File: src/verilog/sos_regs.svh
// Register map, field positions, reset values and timing of the selector
// How it works
// - Code 7 warns ten seconds before trip
// - Codes 8/9 on when count equals threshold
// - Code 10 on when length exceeds target
// - Code 11 gives 250 ms cycle pulse
// - Codes 12/40 compare run times to thresholds
// - Code 13 on at frequency limit clamp
// - Code 14 on at torque limit stall
// - Code 15 on when ready, no fault
// - Code 16 on when input one exceeds two
// - Code 17 on at upper frequency limit
// - Codes 18/37 lower limit, differ when stopped
// - Code 19 on during undervoltage
// - Code 20 follows communication commanded state
// - Code 23 on at zero frequency, stopped
// - Code 24 on past power-on threshold
// - Code 30 on when timing reached
// - Code 31 on outside input one window
// - Code 32 on when load is zero
// - Code 33 on while running reverse
// - Code 35 on at module temperature
// - Code 38 alarm on fault while running
// - Code 39 on at motor overheat threshold
// - Code 0 keeps terminal inactive
// - Code 1 on while running
// - Polarity bit inverts the final output
// - Delay zero to 3600 s, 0.1 s steps
`ifndef SOS_REGS_SVH
`define SOS_REGS_SVH

// Byte offsets on the APB bus
`define SOS_OFS_CTRL 8'h00
`define SOS_OFS_DELAY 8'h04
`define SOS_OFS_CNT_SET 8'h08
`define SOS_OFS_CNT_DES 8'h0C
`define SOS_OFS_LEN 8'h10
`define SOS_OFS_ACC_RUN 8'h14
`define SOS_OFS_CUR_RUN 8'h18
`define SOS_OFS_PWR_ON 8'h1C
`define SOS_OFS_TIMING 8'h20
`define SOS_OFS_AI_WIN 8'h24
`define SOS_OFS_MOD_TEMP 8'h28
`define SOS_OFS_MOT_TEMP 8'h2C
`define SOS_OFS_COMM 8'h30
`define SOS_OFS_STATUS 8'h34

// Control register fields
`define SOS_CTRL_FUNC_LSB 0
`define SOS_CTRL_FUNC_MSB 5
`define SOS_CTRL_POL_BIT 8
`define SOS_CTRL_TIMER_EN_BIT 9

// Reset values
`define SOS_RST_CTRL 32'h0000_0000
`define SOS_RST_DELAY 16'h0000
`define SOS_RST_THRESH 16'h0000
`define SOS_RST_AI_WIN 32'h0FFF_0000

// Limits
`define SOS_DELAY_MAX_TENTHS 16'h8CA0
`define SOS_PREWARN_TENTHS 16'h0064

// Timing
`define SOS_CLK_HZ 125000000
`define SOS_STEP_MS 100
`define SOS_PULSE_MS 250
`define SOS_STEP_CYCLES (`SOS_CLK_HZ / 1000 * `SOS_STEP_MS)
`define SOS_PULSE_CYCLES (`SOS_CLK_HZ / 1000 * `SOS_PULSE_MS)

`endif

File: src/verilog/sos_pkg.sv
// Types shared by the status output selector
package sos_pkg;

  // Function codes of the terminal
  typedef enum logic [5:0] {
    SOS_F_NONE = 6'h00, SOS_F_RUN = 6'h01, SOS_F_OVL_WARN = 6'h07,
    SOS_F_CNT_SET = 6'h08, SOS_F_CNT_DES = 6'h09, SOS_F_LEN = 6'h0A,
    SOS_F_PLC = 6'h0B, SOS_F_ACC_RUN = 6'h0C, SOS_F_FLIM = 6'h0D,
    SOS_F_TLIM = 6'h0E, SOS_F_READY = 6'h0F, SOS_F_AI_GT = 6'h10,
    SOS_F_UPPER = 6'h11, SOS_F_LOWER = 6'h12, SOS_F_UVOLT = 6'h13,
    SOS_F_COMM = 6'h14, SOS_F_ZERO2 = 6'h17, SOS_F_PWR_ON = 6'h18,
    SOS_F_TIMING = 6'h1E, SOS_F_AI_WIN = 6'h1F, SOS_F_LOAD0 = 6'h20,
    SOS_F_REV = 6'h21, SOS_F_MOD_T = 6'h23, SOS_F_LOWER2 = 6'h25,
    SOS_F_ALARM = 6'h26, SOS_F_MOT_T = 6'h27, SOS_F_CUR_RUN = 6'h28
  } sos_func_t;

  // Output delay engine states
  typedef enum logic [0:0] {
    SOS_DLY_IDLE = 1'b0,
    SOS_DLY_WAIT = 1'b1
  } sos_dly_state_t;

endpackage

File: src/verilog/sos_top.sv
// Status output selector with APB register slave and output delay
//
// Added by the designer: register access over APB and the register addresses.
`include "sos_regs.svh"

module sos_top
  import sos_pkg::*;
#(
  // Cycles per 0.1 s delay step
  parameter int STEP_CYCLES = `SOS_STEP_CYCLES,
  // Cycles of the cycle-complete pulse
  parameter int PULSE_CYCLES = `SOS_PULSE_CYCLES
) (
  input wire logic clk,
  input wire logic sys_rst,
  input wire logic [7:0] paddr,
  input wire logic psel,
  input wire logic penable,
  input wire logic pwrite,
  input wire logic [31:0] pwdata,
  input wire logic [3:0] pstrb,
  output logic [31:0] prdata,
  output logic pready,
  output logic pslverr,
  input wire logic running,
  input wire logic out_freq_zero,
  input wire logic ovl_est_valid,
  input wire logic [15:0] ovl_tenths_to_trip,
  input wire logic [15:0] count_value,
  input wire logic [15:0] actual_length,
  input wire logic plc_cycle_done,
  input wire logic [15:0] acc_run_time,
  input wire logic [15:0] cur_run_time,
  input wire logic [15:0] power_on_time,
  input wire logic set_freq_above_upper,
  input wire logic set_freq_below_lower,
  input wire logic at_upper_limit,
  input wire logic at_lower_limit,
  input wire logic speed_ctrl_mode,
  input wire logic torque_at_limit,
  input wire logic stall_active,
  input wire logic circuits_stable,
  input wire logic fault_present,
  input wire logic ready_to_run,
  input wire logic [11:0] analog_input_one,
  input wire logic [11:0] analog_input_two,
  input wire logic undervoltage,
  input wire logic load_zero,
  input wire logic reverse_run,
  input wire logic [15:0] module_temp,
  input wire logic [15:0] motor_temp,
  output logic terminal_closed
);

  // Byte lane merge of a write into an old word
  function automatic logic [31:0] wmerge(input logic [31:0] old,
                                         input logic [31:0] wd,
                                         input logic [3:0] strb);
    logic [31:0] r;
    r = old;
    for (int i = 0; i < 4; i++) begin
      if (strb[i]) begin
        r[i*8 +: 8] = wd[i*8 +: 8];
      end
    end
    return r;
  endfunction

  // Strictly greater compare of two 16-bit quantities
  function automatic logic gt16(input logic [15:0] a,
                                input logic [15:0] b);
    return a > b;
  endfunction

  // Register storage
  logic [31:0] ctrl_q, ctrl_d; // Function, polarity, timing enable
  logic [15:0] delay_q, delay_d; // Output delay in tenths
  logic [15:0] cnt_set_q, cnt_set_d; // Set count threshold
  logic [15:0] cnt_des_q, cnt_des_d; // Designated count threshold
  logic [15:0] len_q, len_d; // Target length
  logic [15:0] acc_run_q, acc_run_d; // Accumulated run time threshold
  logic [15:0] cur_run_q, cur_run_d; // Current run time threshold
  logic [15:0] pwr_on_q, pwr_on_d; // Power-on time threshold
  logic [15:0] timing_q, timing_d; // Timing function run time
  logic [31:0] ai_win_q, ai_win_d; // Upper in high half, lower in low
  logic [15:0] mod_t_q, mod_t_d; // Module temperature threshold
  logic [15:0] mot_t_q, mot_t_d; // Motor overheat threshold
  logic comm_q, comm_d; // Communication commanded state
  logic [31:0] prdata_q, prdata_d; // Read data captured in setup

  // Bus decode
  wire setup_ph = psel & ~penable;
  wire wr_en = psel & penable & pwrite;
  wire hit_ctrl = paddr == `SOS_OFS_CTRL;
  wire hit_delay = paddr == `SOS_OFS_DELAY;
  wire hit_cset = paddr == `SOS_OFS_CNT_SET;
  wire hit_cdes = paddr == `SOS_OFS_CNT_DES;
  wire hit_len = paddr == `SOS_OFS_LEN;
  wire hit_acc = paddr == `SOS_OFS_ACC_RUN;
  wire hit_cur = paddr == `SOS_OFS_CUR_RUN;
  wire hit_pwr = paddr == `SOS_OFS_PWR_ON;
  wire hit_tim = paddr == `SOS_OFS_TIMING;
  wire hit_ai = paddr == `SOS_OFS_AI_WIN;
  wire hit_mod = paddr == `SOS_OFS_MOD_TEMP;
  wire hit_mot = paddr == `SOS_OFS_MOT_TEMP;
  wire hit_comm = paddr == `SOS_OFS_COMM;
  wire hit_stat = paddr == `SOS_OFS_STATUS;
  wire hit_any = hit_ctrl | hit_delay | hit_cset | hit_cdes | hit_len |
                 hit_acc | hit_cur | hit_pwr | hit_tim | hit_ai |
                 hit_mod | hit_mot | hit_comm | hit_stat;

  // Zero wait states; unmapped addresses answer with an error
  assign pready = 1'b1;
  assign pslverr = psel & penable & ~hit_any;
  assign prdata = prdata_q;

  // Fields of the control word and of the window register
  wire [5:0] func_code = ctrl_q[`SOS_CTRL_FUNC_MSB:`SOS_CTRL_FUNC_LSB];
  wire polarity = ctrl_q[`SOS_CTRL_POL_BIT];
  wire timer_en = ctrl_q[`SOS_CTRL_TIMER_EN_BIT];
  wire [11:0] ai_upper = ai_win_q[27:16];
  wire [11:0] ai_lower = ai_win_q[11:0];

  // Merged write word for the delay register, clamped to one hour
  wire [31:0] delay_wr = wmerge({16'h0000, delay_q}, pwdata, pstrb);
  wire delay_over = gt16(delay_wr[15:0], `SOS_DELAY_MAX_TENTHS);

  // Status view
  logic raw_q; // Selected condition, registered
  logic delayed_q; // Condition after the output delay
  logic pulse_on; // Cycle-complete pulse active
  sos_dly_state_t dly_st_q, dly_st_d;
  wire [31:0] status_word = {27'h000_0000, dly_st_q, pulse_on,
                             delayed_q, raw_q, terminal_closed};

  // Write next-state for all software registers
  always_comb begin
    ctrl_d = ctrl_q;
    delay_d = delay_q;
    cnt_set_d = cnt_set_q;
    cnt_des_d = cnt_des_q;
    len_d = len_q;
    acc_run_d = acc_run_q;
    cur_run_d = cur_run_q;
    pwr_on_d = pwr_on_q;
    timing_d = timing_q;
    ai_win_d = ai_win_q;
    mod_t_d = mod_t_q;
    mot_t_d = mot_t_q;
    comm_d = comm_q;
    if (wr_en) begin
      // Only defined control bits are kept
      if (hit_ctrl) begin
        ctrl_d = wmerge(ctrl_q, pwdata, pstrb) & 32'h0000_033F;
      end
      if (hit_delay) begin
        delay_d = delay_over ? `SOS_DELAY_MAX_TENTHS : delay_wr[15:0];
      end
      if (hit_cset) begin
        cnt_set_d = 16'(wmerge({16'h0000, cnt_set_q}, pwdata, pstrb));
      end
      if (hit_cdes) begin
        cnt_des_d = 16'(wmerge({16'h0000, cnt_des_q}, pwdata, pstrb));
      end
      if (hit_len) begin
        len_d = 16'(wmerge({16'h0000, len_q}, pwdata, pstrb));
      end
      if (hit_acc) begin
        acc_run_d = 16'(wmerge({16'h0000, acc_run_q}, pwdata, pstrb));
      end
      if (hit_cur) begin
        cur_run_d = 16'(wmerge({16'h0000, cur_run_q}, pwdata, pstrb));
      end
      if (hit_pwr) begin
        pwr_on_d = 16'(wmerge({16'h0000, pwr_on_q}, pwdata, pstrb));
      end
      if (hit_tim) begin
        timing_d = 16'(wmerge({16'h0000, timing_q}, pwdata, pstrb));
      end
      // Window bounds sit in the low twelve bits of each half
      if (hit_ai) begin
        ai_win_d = wmerge(ai_win_q, pwdata, pstrb) & 32'h0FFF_0FFF;
      end
      if (hit_mod) begin
        mod_t_d = 16'(wmerge({16'h0000, mod_t_q}, pwdata, pstrb));
      end
      if (hit_mot) begin
        mot_t_d = 16'(wmerge({16'h0000, mot_t_q}, pwdata, pstrb));
      end
      if (hit_comm && pstrb[0]) begin
        comm_d = pwdata[0];
      end
    end
  end

  // Read mux, captured in the setup cycle so data comes from a flop
  always_comb begin
    prdata_d = prdata_q;
    if (setup_ph && !pwrite) begin
      case (1'b1)
        hit_ctrl: prdata_d = ctrl_q;
        hit_delay: prdata_d = {16'h0000, delay_q};
        hit_cset: prdata_d = {16'h0000, cnt_set_q};
        hit_cdes: prdata_d = {16'h0000, cnt_des_q};
        hit_len: prdata_d = {16'h0000, len_q};
        hit_acc: prdata_d = {16'h0000, acc_run_q};
        hit_cur: prdata_d = {16'h0000, cur_run_q};
        hit_pwr: prdata_d = {16'h0000, pwr_on_q};
        hit_tim: prdata_d = {16'h0000, timing_q};
        hit_ai: prdata_d = ai_win_q;
        hit_mod: prdata_d = {16'h0000, mod_t_q};
        hit_mot: prdata_d = {16'h0000, mot_t_q};
        hit_comm: prdata_d = {31'h0000_0000, comm_q};
        hit_stat: prdata_d = status_word;
        default: prdata_d = 32'h0000_0000;
      endcase
    end
  end

  // Register bank
  always_ff @(posedge clk) begin
    if (sys_rst) begin
      ctrl_q <= `SOS_RST_CTRL;
      delay_q <= `SOS_RST_DELAY;
      cnt_set_q <= `SOS_RST_THRESH;
      cnt_des_q <= `SOS_RST_THRESH;
      len_q <= `SOS_RST_THRESH;
      acc_run_q <= `SOS_RST_THRESH;
      cur_run_q <= `SOS_RST_THRESH;
      pwr_on_q <= `SOS_RST_THRESH;
      timing_q <= `SOS_RST_THRESH;
      ai_win_q <= `SOS_RST_AI_WIN;
      mod_t_q <= `SOS_RST_THRESH;
      mot_t_q <= `SOS_RST_THRESH;
      comm_q <= 1'b0;
      prdata_q <= 32'h0000_0000;
    end else begin
      ctrl_q <= ctrl_d;
      delay_q <= delay_d;
      cnt_set_q <= cnt_set_d;
      cnt_des_q <= cnt_des_d;
      len_q <= len_d;
      acc_run_q <= acc_run_d;
      cur_run_q <= cur_run_d;
      pwr_on_q <= pwr_on_d;
      timing_q <= timing_d;
      ai_win_q <= ai_win_d;
      mod_t_q <= mod_t_d;
      mot_t_q <= mot_t_d;
      comm_q <= comm_d;
      prdata_q <= prdata_d;
    end
  end

  // Cycle-complete pulse stretcher; a new cycle retriggers the width
  logic [24:0] pulse_cnt_q;
  assign pulse_on = pulse_cnt_q != 25'h000_0000;
  always_ff @(posedge clk) begin
    if (sys_rst) begin
      pulse_cnt_q <= 25'h000_0000;
    end else if (plc_cycle_done) begin
      pulse_cnt_q <= 25'(PULSE_CYCLES);
    end else if (pulse_on) begin
      pulse_cnt_q <= pulse_cnt_q - 25'h000_0001;
    end
  end

  // Per-code condition terms
  // ten second warning
  wire c_ovl = ovl_est_valid &
               !gt16(ovl_tenths_to_trip, `SOS_PREWARN_TENTHS);
  wire c_cset = count_value == cnt_set_q;
  wire c_cdes = count_value == cnt_des_q;
  wire c_len = gt16(actual_length, len_q);
  wire c_acc = gt16(acc_run_time, acc_run_q);
  wire c_cur = gt16(cur_run_time, cur_run_q);
  wire c_flim = (set_freq_above_upper & at_upper_limit) |
                (set_freq_below_lower & at_lower_limit);
  wire c_tlim = speed_ctrl_mode & torque_at_limit & stall_active;
  wire c_ready = circuits_stable & ~fault_present & ready_to_run;
  wire c_ai_gt = analog_input_one > analog_input_two;
  wire c_upper = running & at_upper_limit;
  // lower limit, off or on at stop
  wire c_lower = running & at_lower_limit;
  wire c_lower2 = ~running | at_lower_limit;
  wire c_zero2 = ~running | out_freq_zero;
  wire c_pwr = gt16(power_on_time, pwr_on_q);
  wire c_tim = timer_en & !gt16(timing_q, cur_run_time);
  wire c_ai_win = (analog_input_one > ai_upper) |
                  (analog_input_one < ai_lower);
  wire c_rev = running & reverse_run;
  wire c_mod = !gt16(mod_t_q, module_temp);
  wire c_alarm = running & fault_present;
  wire c_mot = !gt16(mot_t_q, motor_temp);

  // Function selection
  logic cond;
  always_comb begin
    case (sos_func_t'(func_code))
      SOS_F_NONE: cond = 1'b0;
      SOS_F_RUN: cond = running;
      SOS_F_OVL_WARN: cond = c_ovl;
      SOS_F_CNT_SET: cond = c_cset;
      SOS_F_CNT_DES: cond = c_cdes;
      SOS_F_LEN: cond = c_len;
      SOS_F_PLC: cond = pulse_on;
      SOS_F_ACC_RUN: cond = c_acc;
      SOS_F_FLIM: cond = c_flim;
      SOS_F_TLIM: cond = c_tlim;
      SOS_F_READY: cond = c_ready;
      SOS_F_AI_GT: cond = c_ai_gt;
      SOS_F_UPPER: cond = c_upper;
      SOS_F_LOWER: cond = c_lower;
      SOS_F_UVOLT: cond = undervoltage;
      SOS_F_COMM: cond = comm_q;
      SOS_F_ZERO2: cond = c_zero2;
      SOS_F_PWR_ON: cond = c_pwr;
      SOS_F_TIMING: cond = c_tim;
      SOS_F_AI_WIN: cond = c_ai_win;
      SOS_F_LOAD0: cond = load_zero;
      SOS_F_REV: cond = c_rev;
      SOS_F_MOD_T: cond = c_mod;
      SOS_F_LOWER2: cond = c_lower2;
      SOS_F_ALARM: cond = c_alarm;
      SOS_F_MOT_T: cond = c_mot;
      SOS_F_CUR_RUN: cond = c_cur;
      default: cond = 1'b0;
    endcase
  end

  // Output delay engine: the step divider restarts on every change, so
  // the delay is exact; a change that reverts before expiry is dropped
  logic [23:0] div_q; // Cycles within the current step
  logic [15:0] steps_q; // Steps already elapsed
  wire step_tick = div_q == 24'(STEP_CYCLES - 1);
  wire differ = raw_q != delayed_q;
  wire [15:0] steps_nx = steps_q + 16'h0001;
  wire expire = step_tick & !gt16(delay_q, steps_nx);

  // Next state of the engine
  always_comb begin
    dly_st_d = dly_st_q;
    case (dly_st_q)
      SOS_DLY_IDLE: begin
        if (differ && delay_q != 16'h0000) begin
          dly_st_d = SOS_DLY_WAIT;
        end
      end
      SOS_DLY_WAIT: begin
        if (!differ || expire) begin
          dly_st_d = SOS_DLY_IDLE;
        end
      end
      default: dly_st_d = SOS_DLY_IDLE;
    endcase
  end

  // Engine registers and terminal drive
  always_ff @(posedge clk) begin
    if (sys_rst) begin
      raw_q <= 1'b0;
      delayed_q <= 1'b0;
      dly_st_q <= SOS_DLY_IDLE;
      div_q <= 24'h00_0000;
      steps_q <= 16'h0000;
      terminal_closed <= 1'b0;
    end else begin
      raw_q <= cond;
      dly_st_q <= dly_st_d;
      if (dly_st_q == SOS_DLY_WAIT && differ) begin
        div_q <= step_tick ? 24'h00_0000 : div_q + 24'h00_0001;
        steps_q <= step_tick ? steps_nx : steps_q;
      end else begin
        div_q <= 24'h00_0000;
        steps_q <= 16'h0000;
      end
      if (differ && (delay_q == 16'h0000 ||
          (dly_st_q == SOS_DLY_WAIT && expire))) begin
        delayed_q <= raw_q;
      end
      terminal_closed <= delayed_q ^ polarity;
    end
  end

endmodule // sos_top

File: config.mk
export PLATFORM = sky130hd
export DESIGN_NAME = sos_top
export DESIGN_NICKNAME = d
export VERILOG_FILES = /design/src/verilog/sos_pkg.sv /design/src/verilog/sos_top.sv
export VERILOG_INCLUDE_DIRS = /design/src /design/src/verilog
export SDC_FILE = /design/constraint.sdc
export NUM_CORES = 1
export LEC_CHECK = 0
export BUFFER_PORTS_ARGS = -buffer_cell sky130_fd_sc_hd__buf_4
export CELL_PAD_IN_SITES_DETAIL_PLACEMENT = 1
export CELL_PAD_IN_SITES_GLOBAL_PLACEMENT = 1
export CORE_MARGIN = 1
export CORE_UTILIZATION = 40
export DETAILED_ROUTE_END_ITERATION = 10
export PLACE_DENSITY_LB_ADDON = 0.1
export SETUP_SLACK_MARGIN = 0.1
export SLEW_MARGIN = 20
export SYNTH_ARGS = -nofsm -noshare
export SYNTH_HDL_FRONTEND = slang
export SYNTH_SLANG_ARGS = --single-unit
File: constraint.sdc
create_clock -name clk -period 5.1 [get_ports clk]
set_clock_uncertainty 0.15 [all_clocks]
set_input_delay 0 -clock clk [delete_from_list [all_inputs] [get_ports clk]]
set_output_delay 0 -clock clk [all_outputs]
set_load 0.02 [all_outputs]
==> flow_metrics.tcl <==
set metrics [dict create \
    status "completed" \
    setup_slack_ns 1.07 \
    intPower_mw 4.10 \
    async_flop_share 0 \
    drv_cap 0 \
    r2r-start "len_q[13]$_SDFFE_PP0P_" \
    whs_endpoint "prdata[5]$_SDFFE_PP0P_" \
    wl_met3_mm 5.10 \
    grt_first_pass_wirelength_mm 114 \
    core_area_um2 43400 \
    post_drt_wl_per_cell_um 23.7 \
    synth.area.mux_share 0.0122 \
    p_seq_frac 0.417 \
    synth.most_common_cell "nand2_1" \
    r2r_end "raw_q$_SDFF_PP0_" \
    min_period_ns 4.03 \
    nets 2985 \
    rows 76 \
    combPwrFrac 0.105 \
    crit_type "in2reg" \
    num_vias 18795 \
    leakage_nw 8.44 \
    period_share 0.790 \
    fp.dieH_um 212 \
    synth.distinct_cells 79 \
    slew_violations 0 \
    avgViaCountPerCell 5.85 \
    ys_top_cells_by_area "dfxtp_1, ha_1, nand2_1" \
    cts.reportedPaths.clkPinSlew_ns 0.06 \
    syn2layout_area_growth_pct 23.2 \
    ys.flop_type "dfxtp_1" \
    drive_gt1_frac 0.129 \
    root_buffer "clkbuf_16" \
    power_density_nw_per_um2 253 \
    stdcell_count 3213 \
    cts_resized 0 \
    io_pins 253 \
    cts_buffers 36 \
    syn_inst 2342 \
    hp-class "in2reg" \
    pwr-share-clk 0.478 \
    detail_route.wirelength_mm 76.1 \
    min-delay-start "pwrite" \
    hold_path_depth 6 \
    avgSynthCellArea_um2 7.55 \
    tightest_slew_ns 1.18 \
    critPathLaunchType "input port" \
    switching_share 0.255 \
    hold_viol 0 \
    cts_sinks 290 \
    setup_viol 0 \
    dpl.cell_count 3085 \
    endpoint_kind "flip-flop" \
    wl_met2_mm 35.2 \
    postRouteAntennaNets 0 \
    gp_congestion 0.973 \
    grt.overflow.total 0 \
    synth_area_um2 17700 \
    worstPathRequired_ns 5.44 \
    fmax_ghz 0.248 \
    insertion_delay_ns 0.56 \
    synth_xor_area_frac 0.0377 \
    drt_iter0_markers 1625 \
    synth_top_family_by_area "simple AND/OR/NAND/NOR gates" \
    synth_top_cell_by_area "dfxtp_1" \
    peakVddDrop_mv 0.250 \
    yosys_warnings 0 \
    synth-adder-area-share 0.118 \
    switching_power_mw 1.41 \
    grt_pass1_vias 19031 \
    diodes 0 \
    initial_core_util 0.408 \
    setup_tns_ns 0 \
    synth-seq-cells 290 \
    critPathArrivalTime_ns 4.37 \
    cts_max_path_buffers 3 \
    fp.dieArea_um2 45000 \
    r2r_slack_ns 1.26 \
    crit_fanout 19 \
    dr.pass1.iters 8 \
    dpl.hpwl_mm 57.2 \
    topRoutingLayerUsed "met4" \
    grt_max_degree 117 \
    synth_compound_area_frac 0.198 \
    htree_levels 2 \
    drt-met1-wl_mm 32.4 \
    grtUsageTotal 0.337 \
    reg2regPathDepth 10 \
    synth-simple-area-share 0.241 \
    maxSlewHeadroom 0.206 \
    yosysSeqAreaShare 0.328 \
    place.port_buffers 243 \
    drcViolationCount 0 \
    tritoncts "done" \
    yosys.area.top_type_share 0.328 \
    synth_edf_count 0 \
    pre_cts_slack_ns 1.43 \
    rsz0062_at_grt "false" \
    grt_antenna_before_repair 0 \
    die_width_um 212 \
    yosys-top-cells-count "nand2_1, dfxtp_1, a21oi_1" \
]
[power by group through the flow]
stage,Clock (mW),Combinational [mW],Sequential [mW]
after floorplan,0,0.257,2.35
after global placement,0,0.521,2.35
after detailed placement,0,0.542,2.35
after CTS,2.67,0.571,2.30
after global routing,2.75,0.624,2.30
final,2.64,0.576,2.30
[per-stage QoR]
step	utilization	power (mW)	hold slack [ns]	cell area [um^2]
floorplan	-	2.61	-0.0269	17700
global placement	0.460	2.87	0.0825	20000
detailed placement	0.460	2.89	0.0851	20000
CTS	0.502	5.54	0.0156	21800
global route	0.502	5.67	0.0751	21800
finish	0.502	5.51	0.0456	21800
[flip-flops by register name, summed over array words and instances (netlist names), 24 cells and up]
register	cells
pulse_cnt_q	25
div_q	24
ai_win_q	24
prdata	28
[how the worst max path moves through the flow]
| stage | from | end | cells past startpoint |
|---|---|---|---|
| 2_1_floorplan | steps_q[0]$_SDFFE_PP0P_ | delayed_q$_SDFFE_PP0P_ | 15 |
| 3_3_place_gp | ctrl_q[3]$_SDFFE_PP0P_ | raw_q$_SDFF_PP0_ | 8 |
| 3_5_place_dp | ctrl_q[0]$_SDFFE_PP0P_ | raw_q$_SDFF_PP0_ | 8 |
| 4_1_cts | paddr[4] | ai_win_q[23]$_SDFFE_PP1P_ | 10 |
| 5_1_grt | paddr[4] | ai_win_q[23]$_SDFFE_PP1P_ | 10 |
| 6_report | paddr[4] | ai_win_q[23]$_SDFFE_PP1P_ | 10 |
[logic make-up (layout without fill, tap and decap cells)]
group	count (synthesis)	in the layout
AO/OA/AOI/OAI	569	569
XOR/XNOR	76	76
adder cells (fa/ha/maj)	167	167
buffers and inverters	289	572
flip-flops	290	290
multiplexers	21	21
other	2	5
AND/OR/NAND/NOR	928	928
[worst max-delay path, stage by stage]
cell and delay, ns:
dlygate4sd3_1 0.55, buf_4 0.16, or4b_1 0.82, nor2_1 0.45
buf_4 0.37, and3_1 0.57, nand2_1 0.13, dlygate4sd3_1 0.59
o211ai_1 0.09, dlygate4sd3_1 0.59
[layer usage]
metal,up-vias,global-route usage
met5,-,0
met4,0,0.157
met3,153,0.0502
met2,671,0.560
met1,9246,0.427
li1,8725,-
[layout by cell type (no fill, tap or decap), types with 15 or more instances in the layout]
cell type	netlist	final
xor2_1	36	36
nor2_1	149	148
a31oi_1	18	18
nor4_1	23	22
dlygate4sd3_1	0	62
clkbuf_16	0	38
a21o_1	19	19
ha_1	167	167
nand4_1	47	47
a211oi_1	16	16
a22oi_1	15	15
xnor2_1	40	40
nor3_1	41	41
o211ai_1	19	19
mux2i_1	17	17
nand2_1	471	471
nor2b_1	19	19
dfxtp_1	290	290
a21oi_1	287	287
nand3_1	73	73
inv_1	180	180
o21ai_0	63	63
buf_4	6	263
and3_1	26	26
[layout make-up]
cell class | instances | area, um^2
Fill cell | 5415 | 21600
Multi-Input combinational cell | 1766 | 10800
Sequential cell | 290 | 5810
Timing Repair Buffer | 326 | 2610
Clock buffer | 55 | 1040
Tap cell | 585 | 732
Inverter | 180 | 676
Clock inverter | 11 | 146
[timing repair]
item | 4_1_cts | 5_1_grt
buffers inserted | 0 | 0
hold buffers | 62 | 0
endpoints found under the hold margin | 230 | 0
(Power assumes the default switching activity.)
